`src/hw/energy_irq_pkg.sv`:
```
// Shared constants for the energy event interrupt mask block
package energy_irq_pkg;

  // APB geometry and event count
  localparam int          ADDR_W   = 20;
  localparam int          DATA_W   = 32;
  localparam int          NUM_EVT  = 19;

  // Register indices; byte address is four times the index
  localparam logic [15:0] MASK_IDX       = 16'he50a;
  localparam logic [15:0] STATUS_IDX     = 16'he500;
  localparam logic [15:0] MEAS_MODE_IDX  = 16'he700;
  localparam logic [15:0] PULSE_CFG_IDX  = 16'he610;
  localparam logic [15:0] HALF_CYC_IDX   = 16'he60c;

  // Event and mask bit positions
  localparam int BIT_TOT_ACT_HF   = 0;
  localparam int BIT_FUND_ACT_HF  = 1;
  localparam int BIT_TOT_REA_HF   = 2;
  localparam int BIT_FUND_REA_HF  = 3;
  localparam int BIT_APP_HF       = 4;
  localparam int BIT_LINE_CYC     = 5;
  localparam int BIT_ACT_SIGN_A   = 6;
  localparam int BIT_PSUM1_SIGN   = 9;
  localparam int BIT_REA_SIGN_A   = 10;
  localparam int BIT_PSUM2_SIGN   = 13;
  localparam int BIT_PULSE1_FALL  = 14;
  localparam int BIT_DSP_DONE     = 17;
  localparam int BIT_PSUM3_SIGN   = 18;

  // Measurement mode fields
  localparam int MEASUREMENT_MODE_REG_W          = 8;
  localparam int MEASUREMENT_MODE_REG_ACT_SEL    = 0;
  localparam int MEASUREMENT_MODE_REG_REA_SEL    = 1;

  // Pulse configuration fields
  localparam int PCFG_W           = 12;
  localparam int PCFG_SEL_W       = 3;
  localparam int PCFG_SEL1_LSB    = 0;
  localparam int PCFG_SEL2_LSB    = 3;
  localparam int PCFG_SEL3_LSB    = 6;
  localparam int PCFG_DIS1        = 9;
  localparam int PCFG_DIS2        = 10;
  localparam int PCFG_DIS3        = 11;

  localparam int HALF_CYC_W       = 16;

  // Reset values
  localparam logic [NUM_EVT-1:0]    MASK_RST      = 19'h00000;
  localparam logic [MEASUREMENT_MODE_REG_W-1:0]    MEASUREMENT_MODE_REG_RST     = 8'h00;
  localparam logic [PCFG_W-1:0]     PCFG_RST      = 12'h000;
  localparam logic [HALF_CYC_W-1:0] HALF_CYC_RST  = 16'h0000;

  // Width of the bank of monitored levels
  localparam int MON_W = 27;

endpackage : energy_irq_pkg

```
`src/hw/level_change_detect.sv`:
```
// Change and falling-edge detector for a bank of level inputs
module level_change_detect #(
  parameter int W = 8
) (
  // Clock and reset
  input  wire logic         clk,
  input  wire logic         srst,
  // Levels in
  input  wire logic [W-1:0] sample,
  // Change indications, valid in the cycle the new level shows
  output logic      [W-1:0] toggled,
  output logic      [W-1:0] fell
);

  typedef struct packed {
    logic [W-1:0] prev;
    logic         primed;
  } det_state_type;

  det_state_type cur_r;
  det_state_type cur_nxt;

  always_comb begin
    cur_nxt        = cur_r;
    cur_nxt.prev   = sample;
    cur_nxt.primed = 1'b1;
  end

  always_ff @(posedge clk) begin
    if (srst) begin
      cur_r <= '0;
    end else begin
      cur_r <= cur_nxt;
    end
  end

  // First sample after reset has no history, so it cannot report a change
  assign toggled = cur_r.primed ? (sample ^ cur_r.prev) : '0;
  assign fell    = cur_r.primed ? (cur_r.prev & ~sample) : '0;

endmodule : level_change_detect

```
`src/hw/sticky_event_flags.sv`:
```
// Sticky event flags, cleared bit by bit; a new event beats its clear
module sticky_event_flags #(
  parameter int W = 8
) (
  // Clock and reset
  input  wire logic         clk,
  input  wire logic         srst,
  // Set and clear
  input  wire logic [W-1:0] setEvt,
  input  wire logic [W-1:0] clrEvt,
  // Flags
  output logic      [W-1:0] flags
);

  typedef struct packed {
    logic [W-1:0] flags;
  } flag_state_type;

  flag_state_type cur_r;
  flag_state_type cur_nxt;

  always_comb begin
    cur_nxt       = cur_r;
    cur_nxt.flags = (cur_r.flags & ~clrEvt) | setEvt;
  end

  always_ff @(posedge clk) begin
    if (srst) begin
      cur_r <= '0;
    end else begin
      cur_r <= cur_nxt;
    end
  end

  assign flags = cur_r.flags;

endmodule : sticky_event_flags

```
`src/hw/energy_event_irq_enable_mask.sv`:
```
// Energy event interrupt enable mask with APB access and event capture
//
// The APB register port was left to the implementer.
module energy_event_irq_enable_mask
  import energy_irq_pkg::*;
(
  // Clock and reset
  input  wire logic                                  clk,
  input  wire logic                                  srst,
  // APB slave
  input  wire logic                                  psel,
  input  wire logic                                  penable,
  input  wire logic                                  pwrite,
  input  wire logic [energy_irq_pkg::ADDR_W-1:0]     paddr,
  input  wire logic [energy_irq_pkg::DATA_W-1:0]     pwdata,
  input  wire logic [3:0]                            pstrb,
  output logic      [energy_irq_pkg::DATA_W-1:0]     prdata,
  output logic                                       pready,
  output logic                                       pslverr,
  // Energy accumulator bit 30, one per phase A..C
  input  wire logic [2:0]                            totActEnergyBit30,
  input  wire logic [2:0]                            fundActEnergyBit30,
  input  wire logic [2:0]                            totReaEnergyBit30,
  input  wire logic [2:0]                            fundReaEnergyBit30,
  input  wire logic [2:0]                            appEnergyBit30,
  // Power signs per phase A..C, high when negative
  input  wire logic [2:0]                            totActSign,
  input  wire logic [2:0]                            fundActSign,
  input  wire logic [2:0]                            totReaSign,
  input  wire logic [2:0]                            fundReaSign,
  // Sign of the summed powers of each pulse path 1..3
  input  wire logic [2:0]                            pulseSumSign,
  // Pulse generator levels before the disable gate, active low
  input  wire logic [2:0]                            pulseRaw,
  // Single-cycle completion strobes
  input  wire logic                                  lineCycleDone,
  input  wire logic                                  dspPassDone,
  // To the energy and pulse datapaths
  output logic      [energy_irq_pkg::HALF_CYC_W-1:0] halfCycleCount,
  output logic      [energy_irq_pkg::PCFG_SEL_W-1:0] pulse1PowerSelect,
  output logic      [energy_irq_pkg::PCFG_SEL_W-1:0] pulse2PowerSelect,
  output logic      [energy_irq_pkg::PCFG_SEL_W-1:0] pulse3PowerSelect,
  output logic      [2:0]                            pulseOut,
  // Interrupt request, active high level
  output logic                                       irq
);

  import energy_irq_pkg::*;

  ////////////////////////////////////////////////////////////////////////////
  // State

  typedef struct packed {
    logic [DATA_W-1:0]     rdata;
    logic                  ready;
    logic                  err;
    logic [NUM_EVT-1:0]    mask;
    logic [MEASUREMENT_MODE_REG_W-1:0]    measMode;
    logic [PCFG_W-1:0]     pulseCfg;
    logic [HALF_CYC_W-1:0] halfCycles;
    logic [2:0]            pulseOut;
    logic                  irq;
  } main_state_type;

  main_state_type cur_r;
  main_state_type cur_nxt;

  logic [MON_W-1:0]   monLevels;
  logic [MON_W-1:0]   monToggled;
  logic [MON_W-1:0]   monFell;
  logic [NUM_EVT-1:0] events;
  logic [NUM_EVT-1:0] statusClr;
  logic [NUM_EVT-1:0] status;
  logic [2:0]         actSign;
  logic [2:0]         reaSign;
  logic [2:0]         pulseDis;
  logic [2:0]         pulseGated;
  logic [NUM_EVT-1:0] pending;
  logic               apbDone;
  logic               statusRead;
  logic [DATA_W-1:0]  maskImage;
  logic [DATA_W-1:0]  statusImage;
  logic [DATA_W-1:0]  measModeImage;
  logic [DATA_W-1:0]  pulseCfgImage;
  logic [DATA_W-1:0]  halfCycImage;

  ////////////////////////////////////////////////////////////////////////////
  // Address decode

  localparam logic [ADDR_W-1:0] MASK_ADDR      = {2'b00, MASK_IDX, 2'b00};
  localparam logic [ADDR_W-1:0] STATUS_ADDR    = {2'b00, STATUS_IDX, 2'b00};
  localparam logic [ADDR_W-1:0] MEAS_MODE_ADDR = {2'b00, MEAS_MODE_IDX, 2'b00};
  localparam logic [ADDR_W-1:0] PULSE_CFG_ADDR = {2'b00, PULSE_CFG_IDX, 2'b00};
  localparam logic [ADDR_W-1:0] HALF_CYC_ADDR  = {2'b00, HALF_CYC_IDX, 2'b00};

  function automatic logic [DATA_W-1:0] mergeBytes(
    input logic [DATA_W-1:0] oldVal,
    input logic [DATA_W-1:0] newVal,
    input logic [3:0]        strb
  );
    logic [DATA_W-1:0] res;
    res = oldVal;
    for (int b = 0; b < 4; b++) begin
      if (strb[b]) begin
        res[8*b +: 8] = newVal[8*b +: 8];
      end
    end
    return res;
  endfunction : mergeBytes

  function automatic logic addrHit(input logic [ADDR_W-1:0] a);
    return (a == MASK_ADDR) || (a == STATUS_ADDR) || (a == MEAS_MODE_ADDR) ||
           (a == PULSE_CFG_ADDR) || (a == HALF_CYC_ADDR);
  endfunction : addrHit

  // Unused upper bits of every register read back as zero
  assign maskImage     = {{(DATA_W-NUM_EVT){1'b0}}, cur_r.mask};
  assign statusImage   = {{(DATA_W-NUM_EVT){1'b0}}, status};
  assign measModeImage = {{(DATA_W-MEASUREMENT_MODE_REG_W){1'b0}}, cur_r.measMode};
  assign pulseCfgImage = {{(DATA_W-PCFG_W){1'b0}}, cur_r.pulseCfg};
  assign halfCycImage  = {{(DATA_W-HALF_CYC_W){1'b0}}, cur_r.halfCycles};

  assign apbDone    = psel && penable && cur_r.ready;
  // A status read clears only what its setup captured; later events survive
  assign statusRead = apbDone && !pwrite && (paddr == STATUS_ADDR);

  ////////////////////////////////////////////////////////////////////////////
  // Event sources

  // Sign sources follow the mode bits; flipping a mode bit may itself show as a change
  for (genvar ph = 0; ph < 3; ph++) begin : g_sign_src
    assign actSign[ph] = cur_r.measMode[MEASUREMENT_MODE_REG_ACT_SEL] ? fundActSign[ph] : totActSign[ph];
    assign reaSign[ph] = cur_r.measMode[MEASUREMENT_MODE_REG_REA_SEL] ? fundReaSign[ph] : totReaSign[ph];
  end

  // Lanes, lsb first: five energy kinds, active and reactive signs, path sums,
  // raw pulses; three lanes each, phase A or path one lowest
  assign monLevels = {pulseRaw,
                      pulseSumSign,
                      reaSign,
                      actSign,
                      appEnergyBit30,
                      fundReaEnergyBit30,
                      totReaEnergyBit30,
                      fundActEnergyBit30,
                      totActEnergyBit30};

  // Reset parks every lane's history, so no edge is seen on the first cycle
  level_change_detect #(
    .W (MON_W)
  ) u_detect (
    .clk     (clk),
    .srst    (srst),
    .sample  (monLevels),
    .toggled (monToggled),
    .fell    (monFell)
  );

  always_comb begin
    events                  = '0;
    events[BIT_TOT_ACT_HF]  = |monToggled[2:0];
    events[BIT_FUND_ACT_HF] = |monToggled[5:3];
    events[BIT_TOT_REA_HF]  = |monToggled[8:6];
    events[BIT_FUND_REA_HF] = |monToggled[11:9];
    events[BIT_APP_HF]      = |monToggled[14:12];
    events[BIT_LINE_CYC]    = lineCycleDone;
    events[BIT_ACT_SIGN_A +: 3] = monToggled[17:15];
    events[BIT_REA_SIGN_A +: 3] = monToggled[20:18];
    events[BIT_PSUM1_SIGN]  = monToggled[21];
    events[BIT_PSUM2_SIGN]  = monToggled[22];
    events[BIT_PSUM3_SIGN]  = monToggled[23];
    // Taken before the disable gate so a parked pin still interrupts
    events[BIT_PULSE1_FALL +: 3] = monFell[26:24];
    events[BIT_DSP_DONE]    = dspPassDone;
  end

  ////////////////////////////////////////////////////////////////////////////
  // Status flags

  // Flags latch regardless of the mask
  sticky_event_flags #(
    .W (NUM_EVT)
  ) u_flags (
    .clk    (clk),
    .srst   (srst),
    .setEvt (events),
    .clrEvt (statusClr),
    .flags  (status)
  );

  // One enable gate per event bit; the flag itself never depends on it
  for (genvar e = 0; e < NUM_EVT; e++) begin : g_pending
    assign pending[e] = status[e] & cur_r.mask[e];
  end

  ////////////////////////////////////////////////////////////////////////////
  // Pulse outputs

  assign pulseDis = {cur_r.pulseCfg[PCFG_DIS3], cur_r.pulseCfg[PCFG_DIS2],
                     cur_r.pulseCfg[PCFG_DIS1]};

  // Gate sits after the edge detector, so a parked pin still raises its event
  for (genvar ch = 0; ch < 3; ch++) begin : g_pulse_gate
    // Disabled pins rest high, the inactive level
    assign pulseGated[ch] = pulseRaw[ch] | pulseDis[ch];
  end

  ////////////////////////////////////////////////////////////////////////////
  // Register file and outputs

  always_comb begin
    logic setup;
    logic done;
    logic [DATA_W-1:0] merged;
    setup     = psel && !penable;
    done      = apbDone;
    merged    = '0;
    statusClr = '0;
    cur_nxt   = cur_r;

    if (done) begin
      cur_nxt.ready = 1'b0;
      cur_nxt.err   = 1'b0;
    end

    // Read data is sampled at setup so it is stable through the access phase
    if (setup) begin
      cur_nxt.ready = 1'b1;
      cur_nxt.err   = !addrHit(paddr);
      cur_nxt.rdata = '0;
      if (!pwrite) begin
        unique case (paddr)
          MASK_ADDR:      cur_nxt.rdata = maskImage;
          STATUS_ADDR:    cur_nxt.rdata = statusImage;
          MEAS_MODE_ADDR: cur_nxt.rdata = measModeImage;
          PULSE_CFG_ADDR: cur_nxt.rdata = pulseCfgImage;
          HALF_CYC_ADDR:  cur_nxt.rdata = halfCycImage;
          default:        cur_nxt.rdata = '0;
        endcase
      end
    end

    if (statusRead) begin
      statusClr = cur_r.rdata[NUM_EVT-1:0];
    end

    if (done && pwrite) begin
      unique case (paddr)
        MASK_ADDR: begin
          merged = mergeBytes(maskImage, pwdata, pstrb);
          cur_nxt.mask = merged[NUM_EVT-1:0];
        end
        MEAS_MODE_ADDR: begin
          merged = mergeBytes(measModeImage, pwdata, pstrb);
          cur_nxt.measMode = merged[MEASUREMENT_MODE_REG_W-1:0];
        end
        PULSE_CFG_ADDR: begin
          merged = mergeBytes(pulseCfgImage, pwdata, pstrb);
          cur_nxt.pulseCfg = merged[PCFG_W-1:0];
        end
        HALF_CYC_ADDR: begin
          merged = mergeBytes(halfCycImage, pwdata, pstrb);
          cur_nxt.halfCycles = merged[HALF_CYC_W-1:0];
        end
        default: begin
          merged = '0;
        end
      endcase
    end

    cur_nxt.pulseOut = pulseGated;

    cur_nxt.irq = |pending;
  end

  // Pins park high in reset so the outside never sees a false pulse
  always_ff @(posedge clk) begin
    if (srst) begin
      cur_r            <= '0;
      cur_r.mask       <= MASK_RST;
      cur_r.measMode   <= MEASUREMENT_MODE_REG_RST;
      cur_r.pulseCfg   <= PCFG_RST;
      cur_r.halfCycles <= HALF_CYC_RST;
      cur_r.pulseOut   <= 3'h7;
    end else begin
      cur_r <= cur_nxt;
    end
  end

  assign prdata            = cur_r.rdata;
  assign pready            = cur_r.ready;
  assign pslverr           = cur_r.err;
  assign irq               = cur_r.irq;
  assign pulseOut          = cur_r.pulseOut;
  assign halfCycleCount    = cur_r.halfCycles;
  assign pulse1PowerSelect = cur_r.pulseCfg[PCFG_SEL1_LSB +: PCFG_SEL_W];
  assign pulse2PowerSelect = cur_r.pulseCfg[PCFG_SEL2_LSB +: PCFG_SEL_W];
  assign pulse3PowerSelect = cur_r.pulseCfg[PCFG_SEL3_LSB +: PCFG_SEL_W];

endmodule : energy_event_irq_enable_mask

```
`config.mk`:
```
export PLATFORM = sky130hd
export DESIGN_NAME = energy_event_irq_enable_mask
export DESIGN_NICKNAME = d
export VERILOG_FILES = /design/src/hw/energy_irq_pkg.sv /design/src/hw/level_change_detect.sv /design/src/hw/sticky_event_flags.sv /design/src/hw/energy_event_irq_enable_mask.sv
export SDC_FILE = /design/constraint.sdc
export NUM_CORES = 1
export LEC_CHECK = 0
export CORE_MARGIN = 5
export CORE_UTILIZATION = 35
export CTS_BUF_LIST = sky130_fd_sc_hd__clkbuf_16
export DETAILED_ROUTE_END_ITERATION = 10
export DONT_BUFFER_PORTS = 1
export SLEW_MARGIN = 20
export SYNTH_ARGS = -nofsm -noshare
export SYNTH_HDL_FRONTEND = slang
export SYNTH_HIERARCHICAL = 1
export SYNTH_SLANG_ARGS = --single-unit
```
`constraint.sdc`:
```
create_clock -name clk -period 4.7 [get_ports clk]
set_input_delay 0.235 -clock clk [delete_from_list [all_inputs] [get_ports clk]]
set_output_delay 0.235 -clock clk [all_outputs]
set_load 0.01 [all_outputs]
```
## Word level (Yosys, flattened, before mapping)

Cells that the tools add are included.
W data, S select, Z words.

| operators by class | value |
|---|---|
| muxes and demuxes | 14 |
| equality and inequality tests | 5 |
| reductions and logical operators | 28 |
| bitwise operators | 28 |

Operators with widths:

| cell | number |
|---|---|
| $eq A20 B18 Y1 const B | 5 |
| $pmux W19 S5 | 1 |
| $mux W19 | 2 |
| $and A27 B27 Y27 | 1 |
| $mux W27 | 1 |
| $not A27 Y27 | 1 |
| $mux W24 | 1 |
| $reduce_and A3 Y1 | 8 |
| $xor A24 B24 Y24 | 1 |
| $and A1 B1 Y1 | 19 |
| $and A19 B19 Y19 | 1 |
| $not A19 Y19 | 1 |
| $or A19 B19 Y19 | 1 |
| $reduce_or A19 Y1 | 1 |
| $reduce_or A3 Y1 | 5 |
| $mux W1 | 7 |
| $logic_and A1 B1 Y1 | 6 |
| $logic_or A1 B1 Y1 | 4 |
| $mux W2 | 2 |
| $logic_not A1 Y1 | 3 |
| $or A1 B1 Y1 | 3 |
| $reduce_bool A2 Y1 | 1 |

| word-level totals | value |
|---|---|
| output and inout bits | 63 |
| input bits | 96 |
| logic and storage cells | 91 |
| register bits after elaboration | 127 |

## Longest topological paths before layout

Gate-level depths: netlist of run 1.

| logic depth | value |
|---|---|
| word-level depth | 8 |
| depth in mapped cells | 10 |
| gate-level depth less buffers | 7 |

## Cells and area by module

Netlist of run 1, hierarchy kept.

By module, submodules not included:

| module | cells each | area each (um^2) | seq. area each (um^2) | instances |
|---|---|---|---|---|
| energy_event_irq_enable_mask | 468 | 4,360.4 | 1,601.5 | 1 |
| level_change_detect | 171 | 1,574.0 | 560.5 | 1 |
| sticky_event_flags | 78 | 734.5 | 380.4 | 1 |

## Least setup slack after synthesis of run 1

No wires, ideal clock.

| timing | value |
|---|---|
| path type | in2reg |
| start | in paddr[6] (netlist bit) |
| end | reg cur_r (netlist bit halfCycleCount[0]) |
| stages on the path | 6 |
| library setup time | 0.128 ns |
| path buffers | 1 |
| path slack | 2.800 ns |
| arrival time | 1.772 ns |
| cells stage by stage | buf_6 nor2_1 nand3_1 nor4_4 mux2i_1 nor2_1 |

| on the way | value |
|---|---|
| word-level cells in the longest chain between the ends | 2 |

Ends and longest elaborated chain:

| element | RTL line | text |
|---|---|---|
| from (decl) | energy_event_irq_enable_mask.sv:14 | `input wire logic [energy_irq_pkg::ADDR_W-1:0] paddr,` |
| $eq A20 B18 Y1 | energy_event_irq_enable_mask.sv:248 | `unique case (paddr)` |
| $reduce_and A3 Y1 (no source line) | - |  |
| to (signal assigned) | energy_event_irq_enable_mask.sv:286 | `cur_r <= cur_nxt;` |
| to (decl) | energy_event_irq_enable_mask.sv:65 | `main_state_type cur_r;` |

Every way passes these cells.
A chain may end at the register's enable or synchronous reset.

## Worst setup path after layout of run 1

| timing | value |
|---|---|
| start | reg cur_r (netlist bit pready) |
| end | reg cur_r[42] (netlist bit) |

| on the way | value |
|---|---|
| word-level cells in the longest chain between the ends | 3 |

Ends and longest elaborated chain:

| element | RTL line | text |
|---|---|---|
| $logic_and A1 B1 Y1 | energy_event_irq_enable_mask.sv:123 | `assign apbDone = psel && penable && cur_r.ready;` |
| $logic_and A1 B1 Y1 | energy_event_irq_enable_mask.sv:247 | `if (done && pwrite) begin` |
| $reduce_and A3 Y1 (no source line) | - |  |

Every way passes these cells.

==> flow_summary.ini, run 1 <==
[flow_run]
maxCapViolCount = 0

[sta]
layout_min_cycle_time_ps = 2070
fin_tns_setup_ps = 0
setup_ws_ps = 2630
setup_viol = 0
rsz0062_at_grt = false
skew_ps = 7.36
post-route-period-util_pct = 44.0
slew_headroom_pct = 37.8
drv_slew = 0
worstMarginPinSlew_ps = 926
timing.fmax_mhz = 483
hold_violations = 0

[critical_path]
required_ps = 4990
cp-start-kind = flip-flop
critPathKind = reg -> reg
cp_max_fo = 8
r2r-start = pready
startpoint = pready
end_kind = flip-flop
arrival_ps = 2360

[cts]
worst_skew_pair.late_latency_ps = 410
cts_tree = yes
htree_num_levels = 4
ctsResizeCount = 0
cts_sinks = 127
clockRootBuffer = clkbuf_16
clkTransAtPathRegs_ps = 60
cts_buffers = 17
post_cts_buffers = 0
clock_path_buffers = 2

[hold_path]
min_path_type = in -> reg
min-delay-start = pwdata[9]

[global_routing]
grt_pass1_wl_um = 26300
grt_start_max_net_pins = 109
grt_pass1_vias = 4474
grt_use_total_pct = 15.6
antenna_found_initial = 0
grt_overflow_total = 0

[status]
outcome = finished clean

[detailed_routing]
ant_nets = 0
wl_per_cell_um = 18.1
top_layer_used = met4
wl_met2_um = 7510
wl_met1_um = 7810
wl_met3_um = 1230
vias = 4510
vias_per_cell = 4.89
firstDrtPassIters = 4
remaining_drc_errors = 0
drt_first_iter_violations = 304
drt-total-wl_um = 16700

[placement]
place_congestion = 0.760
hpwl_um = 11600
portBuffers = 0
place_ws_ps = 2290

[layout]
area_growth_pct = 13.0
diodes = 0
layout-drive-gt1-share_pct = 11.3
final_nets = 803

[pwr]
ir_worst_vdd_mv = 0.293
net-switching-power_uw = 648
p_clk_share_pct = 52.1
p_leak_uw = 0.00286
powerDensity_nw_per_um2 = 366
power.internal_uw = 2040
seqPwrFrac_pct = 41.9
pwr-share-comb_pct = 6.0
swShare_pct = 24.1

[logic_synthesis]
syn-cell-area_sq_um = 6490
syn_area_per_cell_sq_um = 9.42
synth_warnings = 6
synthCells = 689

[floorplanning]
core_sq_um = 18100
fp-row-count = 49
fp.dieW_um = 146
io-pin-count = 159
die_area_sq_um = 21400
start_util_pct = 35.9
die_height_um = 146
-- cells in the final DEF, fill, tap and decap left out, drive strengths merged, types with 2 or more instances in the layout --
cell and n:
nand3 9, dlygate4sd3 43, nor2 61, nand4 3, and2 22, nor3 13, nor4b 2, clkbuf 17
nand3b 2, a21oi 30, bufinv 3, mux2 14, mux2i 55, buf 5, clkinv 4, a21boi 4
dfxtp 127, nand2b 22, nor2b 32, a22oi 32, and4bb 2, o21ai 16, a32o 4, a222oi 5
inv 55, ha 27, nor4 12, conb 13, or3 9, nand2 19, and2b 21
-- final cells by class --
class | count | area, sq um
fillers | 1812 | 10800
multi-input cells | 438 | 3210
flip-flops and latches | 127 | 2540
repair buffers | 48 | 488
clock buffers | 17 | 425
well taps | 229 | 287
clock inverters | 15 | 199
inverters | 48 | 180
-- sequential cells by signal, summed over array words and instances (netlist names) --
name	cells
cur_r	30
irq	1
halfCycleCount	16
pulse1PowerSelect	3
pslverr	1
pulse2PowerSelect	3
pulse3PowerSelect	3
pready	1
u_flags/flags	19
u_detect/cur_r	28
pulseOut	3
prdata	19
-- metal layers --
metal | vias up | GRT usage [%]
met5 | - | 0
met1 | 2107 | 21.2
li1 | 2236 | -
met4 | 0 | 3.57
met3 | 10 | 5.48
met2 | 157 | 23.8
-- power groups by stage --
stage / combinational, uW / clock, uW / sequential, uW
6_report: 160 / 1400 / 1130
3_5_place_dp: 107 / 0 / 1150
5_1_grt: 181 / 1490 / 1130
3_3_place_gp: 106 / 0 / 1150
2_1_floorplan: 119 / 0 / 1140
4_1_cts: 162 / 1430 / 1130
-- path summary, 6_finish.rpt --
check / endpoint / slack (ps) / depth (start not counted)
worst min register to register: u_flags/flags[0] / 490 / 2
worst max-delay path: cur_r[42] / 2630 / 5
worst max register to register: cur_r[42] / 2630 / 5
worst min-delay path: cur_r[29] / 20 / 2
-- critical path, cell delays in order, from the launching register on --
cell	delay [ps]
dfxtp_1	440
and4_1	320
nand2_1	220
nor4_4	650
mux2i_1	260
nor2_1	50
-- stage by stage --
| step | hold slack, ps | std cells | cell area [sq um] | utilization [%] | power [uW] |
|---|---|---|---|---|---|
| 2_1_floorplan | 307 | 701 | 6540 | - | 1260 |
| 3_3_place_gp | 318 | 846 | 6250 | 34.6 | 1260 |
| 3_5_place_dp | 318 | 846 | 6250 | 34.6 | 1260 |
| 4_1_cts | 9.55 | 922 | 7330 | 40.5 | 2720 |
| 5_1_grt | 21.1 | 922 | 7330 | 40.5 | 2790 |
| 6_report | 20.9 | 922 | 7330 | 40.5 | 2690 |
-- what timing repair did --
action                     4_1_cts  5_1_grt
hold endpoints to repair       108        0
hold buffers                    44        0
setup endpoints to repair        0        0
Power figures use the tool's default switching activity.
==> run 2, diff against run 1 <==
clock period = 1.9 ns   (was 4.7 ns; I/O delays follow)
==> flow_summary.ini, run 2 (synthesis results as in run 1) <==
[global_routing]
grt_pass1_wl_um = 26600
antenna_found_initial = 0
grt_use_total_pct = 15.7
grt_overflow_total = 0
grt_pass1_vias = 4678
grt_start_max_net_pins = 87

[critical_path]
r2r-start = pready
required_ps = 2190
critPathKind = reg -> reg
worst-r2r-setup-slack_ps = 230
arrival_ps = 1960
cp_max_fo = 8
startpoint = pready
reg2reg_depth = 6
end_kind = flip-flop
cp-start-kind = flip-flop
regToRegEndpoint = cur_r[41]

[layout]
area_growth_pct = 17.3
final_nets = 843
reg.largest.list = cur_r (30), u_detect/cur_r (28)
fillers = 1805
largest_reg_flops = 30
fin_area_sq_um = 7610
final_cells = 962
layout-drive-gt1-share_pct = 13.9
diodes = 0
regMostFlops = cur_r
layout_commonest_cell = dfxtp_1
mostFrequentLayoutCells = 127 x dfxtp_1, 61 x nor2_1, 59 x dlygate4sd3_1

[detailed_routing]
firstDrtPassIters = 5
vias = 4703
wl_per_cell_um = 17.4
ant_nets = 0
drt_first_iter_violations = 223
vias_per_cell = 4.89
remaining_drc_errors = 0
drt-total-wl_um = 16800

[cts]
clkTransAtPathRegs_ps = 70
worst_skew_pair.late_latency_ps = 420
clock_path_buffers = 2
cts_buffers = 17
clockRootBuffer = clkbuf_16
post_cts_buffers = 0
cts_tree = yes
htree_num_levels = 4
cts_sinks = 127

[floorplanning]
io-pin-count = 159
fp-row-count = 49
die_area_sq_um = 21400
start_util_pct = 35.9
die_height_um = 146
core_sq_um = 18100
fp.dieW_um = 146

[sta]
fin_tns_setup_ps = 0
worstMarginPinSlew_ps = 621
hold_violations = 0
setup_viol = 0
layout_min_cycle_time_ps = 1670
drv_slew = 0
rsz0062_at_grt = false
slew_headroom_pct = 58.6
setup_ws_ps = 232
timing.fmax_mhz = 599
post-route-period-util_pct = 87.8
skew_ps = 13.1

[hold_path]
hold_path_depth = 2
min_path_type = in -> reg
min-delay-start = srst
worstHoldEndpoint = cur_r[56]

[placement]
placedCellCount = 870
portBuffers = 0
placed_area_sq_um = 6430
hpwl_um = 11800
place_ws_ps = 112
place_congestion = 0.755

[pwr]
p_leak_uw = 0.00305
ir_worst_vdd_mv = 0.632
p_total_uw = 6350
powerDensity_nw_per_um2 = 835

[flow_run]
maxCapViolCount = 0

[status]
outcome = finished clean
==> run 2: changes by cell type in the layout (fill, tap and decap cells not counted), sizes merged <==
cell	delta
buf	+24
dlygate4sd3	+16
inv	+5
bufinv	-3
clkinv	-3
clkinvlp	+1
==> run 2: report_power, final <==
part           leakage [uW]  internal, uW  total (uW)  switching [uW]
Sequential          0.00104          2730        2780            46.9
Clock              0.000274          1740        3140            1400
Combinational       0.00174           226         434             208
Total               0.00305          4700        6350            1660
==> run 2: final cells by class <==
type,count,area [sq um],area share [%]
Timing Repair Buffer,88,828,10.9
Inverter,48,180,2.37
Multi-Input combinational cell,438,3210,42.2
Sequential cell,127,2540,33.4
Clock buffer,17,425,5.59
Tap cell,229,287,3.76
Clock inverter,15,139,1.82
==> run 2: per-stage QoR <==
step                hold WS, ps  utilization [%]
global route               73.8             42.1
floorplan                   167                -
global placement            176             35.6
finish                     50.4             42.1
detailed placement          179             35.6
CTS                        41.6             42.1
==> run 2: repair_timing <==
action | 4_1_cts | 5_1_grt
hold endpoints to repair | 116 | 0
hold buffers | 60 | 0
gates resized for setup | 0 | 0
==> run 2: per-layer routing <==
| metal | wire [um] | track usage (%) |
|---|---|---|
| met2 | 7670 | 24.6 |
| met3 | 1190 | 5.52 |
| met5 | 0 | 0 |
| met1 | 7820 | 21.0 |
| met4 | 102 | 3.25 |
==> run 2: critical path: stages (launching register included) <==
cell     delay [ps]
dfxtp_1         330
and4_1          280
nand2_1         230
nor4_4          200
buf_4           250
mux2i_1         210
nor2_1           50
==> run 2: worst max-delay path by stage <==
stage	to	cells past startpoint
after floorplan	halfCycleCount[0]	6
after global placement	halfCycleCount[5]	7
after detailed placement	halfCycleCount[5]	7
after CTS	cur_r[41]	6
after global routing	pulse3PowerSelect[1]	6
final	cur_r[41]	6
==> run 3, diff against run 2 <==
--- a/constraint.sdc
+++ b/constraint.sdc
@@ -3,2 +3,2 @@
 set_output_delay 0.095 -clock clk [all_outputs]
-set_load 0.01 [all_outputs]
+set_load 0.1 [all_outputs]
==> flow_summary.ini, run 3 (synthesis results as in run 1) <==
[hold_path]
worstHoldEndpoint = prdata[1]
min-delay-start = pwrite
min_path_type = in -> reg
hold_path_depth = 4

[layout]
layout-drive-gt1-share_pct = 19.4
layout_commonest_cell = dfxtp_1
largest_reg_flops = 30
final_nets = 897
area_growth_pct = 24.6
reg.largest.list = cur_r (30), u_detect/cur_r (28)
mostFrequentLayoutCells = 126 x dfxtp_1, 77 x buf_4, 63 x dlygate4sd3_1
regMostFlops = cur_r
final_cells = 1016
diodes = 0

[critical_path]
reg2reg_depth = 8
critPathSlowestCell = dlygate4sd3_1
path_buf_inv = 2
required_ps = 2260
regToRegEndpoint = u_flags/flags[17]
cp_cell_sequence = nand3_1, nor2_1, and3_4, buf_12, and2_1, nand2b_1, a21oi_1, dlygate4sd3_1
arrival_ps = 2150
crit_family = buffers and inverters
end_kind = flip-flop
worst-r2r-setup-slack_ps = 110
cp-start-kind = flip-flop
critPathKind = reg -> reg
r2r-start = pready
crit_path_max_incr_delay_ps = 560
cp_max_fo = 8

[floorplanning]
die_area_sq_um = 21400
die_height_um = 146
start_util_pct = 35.9
io-pin-count = 159
core_sq_um = 18100
fp-row-count = 49
fp.dieW_um = 146

[sta]
layout_min_cycle_time_ps = 1790
skew_ps = 9.90
timing.fmax_mhz = 560
hold_violations = 0
drv_slew = 0
setup_viol = 0
fin_tns_setup_ps = 0
post-route-period-util_pct = 94.1
worstMarginPinSlew_ps = 637
rsz0062_at_grt = false
slew_headroom_pct = 57.5

[detailed_routing]
vias = 4912
remaining_drc_errors = 0
vias_per_cell = 4.83
drt_first_iter_violations = 285
drt-total-wl_um = 17300
ant_nets = 0
wl_per_cell_um = 17.0
firstDrtPassIters = 4

[pwr]
powerDensity_nw_per_um2 = 820
p_clk_share_pct = 49.1
p_leak_uw = 0.00335
swShare_pct = 24.3
ir_worst_vdd_mv = 0.613
net-switching-power_uw = 1610
pwr-share-comb_pct = 8.9
power.internal_uw = 5020
seqPwrFrac_pct = 42.0

[cts]
clockRootBuffer = clkbuf_16
cts_buffers = 17
worst_skew_pair.late_latency_ps = 410
clock_path_buffers = 2
cts_tree = yes
htree_num_levels = 4
cts_sinks = 127
clkTransAtPathRegs_ps = 60

[global_routing]
grt_pass1_vias = 4904
grt_overflow_total = 0
antenna_found_initial = 0
grt_pass1_wl_um = 27600
grt_start_max_net_pins = 86
grt_use_total_pct = 16.2

[placement]
placedCellCount = 918
hpwl_um = 11900
portBuffers = 0
place_congestion = 0.805

[flow_run]
maxCapViolCount = 0

[status]
outcome = finished clean
run 3: tightest hold or removal path, delay by kind of cell:
kind                   cells  cell delay, ps
and+or+nand+nor            3             160
buffers and inverters      1             140
run 3: repair_timing:
item / 4_1_cts / 5_1_grt
endpoints found under the hold margin: 116 / 0
endpoints found under the setup margin: 0 / 2
setup buffers: 0 / 2
hold buffers: 64 / 0
resized for setup: 0 / 1
run 3: final cells by class:
class / count / area [sq um]
well taps: 229 / 287
multi-input cells: 438 / 3230
inverters: 48 / 180
clock buffers: 17 / 425
fillers: 1746 / 10000
repair buffers: 142 / 1260
flip-flops and latches: 127 / 2550
clock inverters: 15 / 169
run 3: metrics by stage:
stage | cell area [sq um] | setup WS [ps] | total power, uW | utilization, % | hold WS, ps
after global placement | 6820 | 126 | 3270 | 37.7 | 181
after floorplan | 6550 | 0.196 | 3260 | - | 167
after CTS | 8070 | 56.6 | 6720 | 44.6 | 36.0
after detailed placement | 6820 | 84.2 | 3270 | 37.7 | 183
final | 8090 | 113 | 6630 | 44.7 | 49.6
after global routing | 8090 | 4.84 | 6920 | 44.7 | 53.4
run 3: worst max path at each step:
stage / cells past startpoint / startpoint / end
global placement: 6 / paddr[9] / prdata[10]
CTS: 8 / pready / u_flags/flags[5]
detailed placement: 6 / paddr[9] / prdata[10]
global route: 8 / pready / u_flags/flags[5]
floorplan: 5 / pready / cur_r[40]
finish: 8 / pready / u_flags/flags[17]
run 3: layer usage:
layer | vias up | wire length, um | share of wire [%] | GRT usage (%)
li1 | 2422 | - | - | -
met1 | 2346 | 7730 | 45 | 21.0
met2 | 130 | 8370 | 48 | 26.4
met3 | 14 | 997 | 5.8 | 4.56
met4 | 0 | 170 | 0.98 | 4.80
met5 | - | 0 | 0 | 0
run 3: power by group through the flow:
stage / registers [uW] / clock network [uW] / logic, uW
floorplan: 2840 / 0 / 418
global placement: 2840 / 0 / 427
detailed placement: 2840 / 0 / 428
CTS: 2780 / 3340 / 591
global route: 2790 / 3480 / 643
finish: 2780 / 3260 / 591
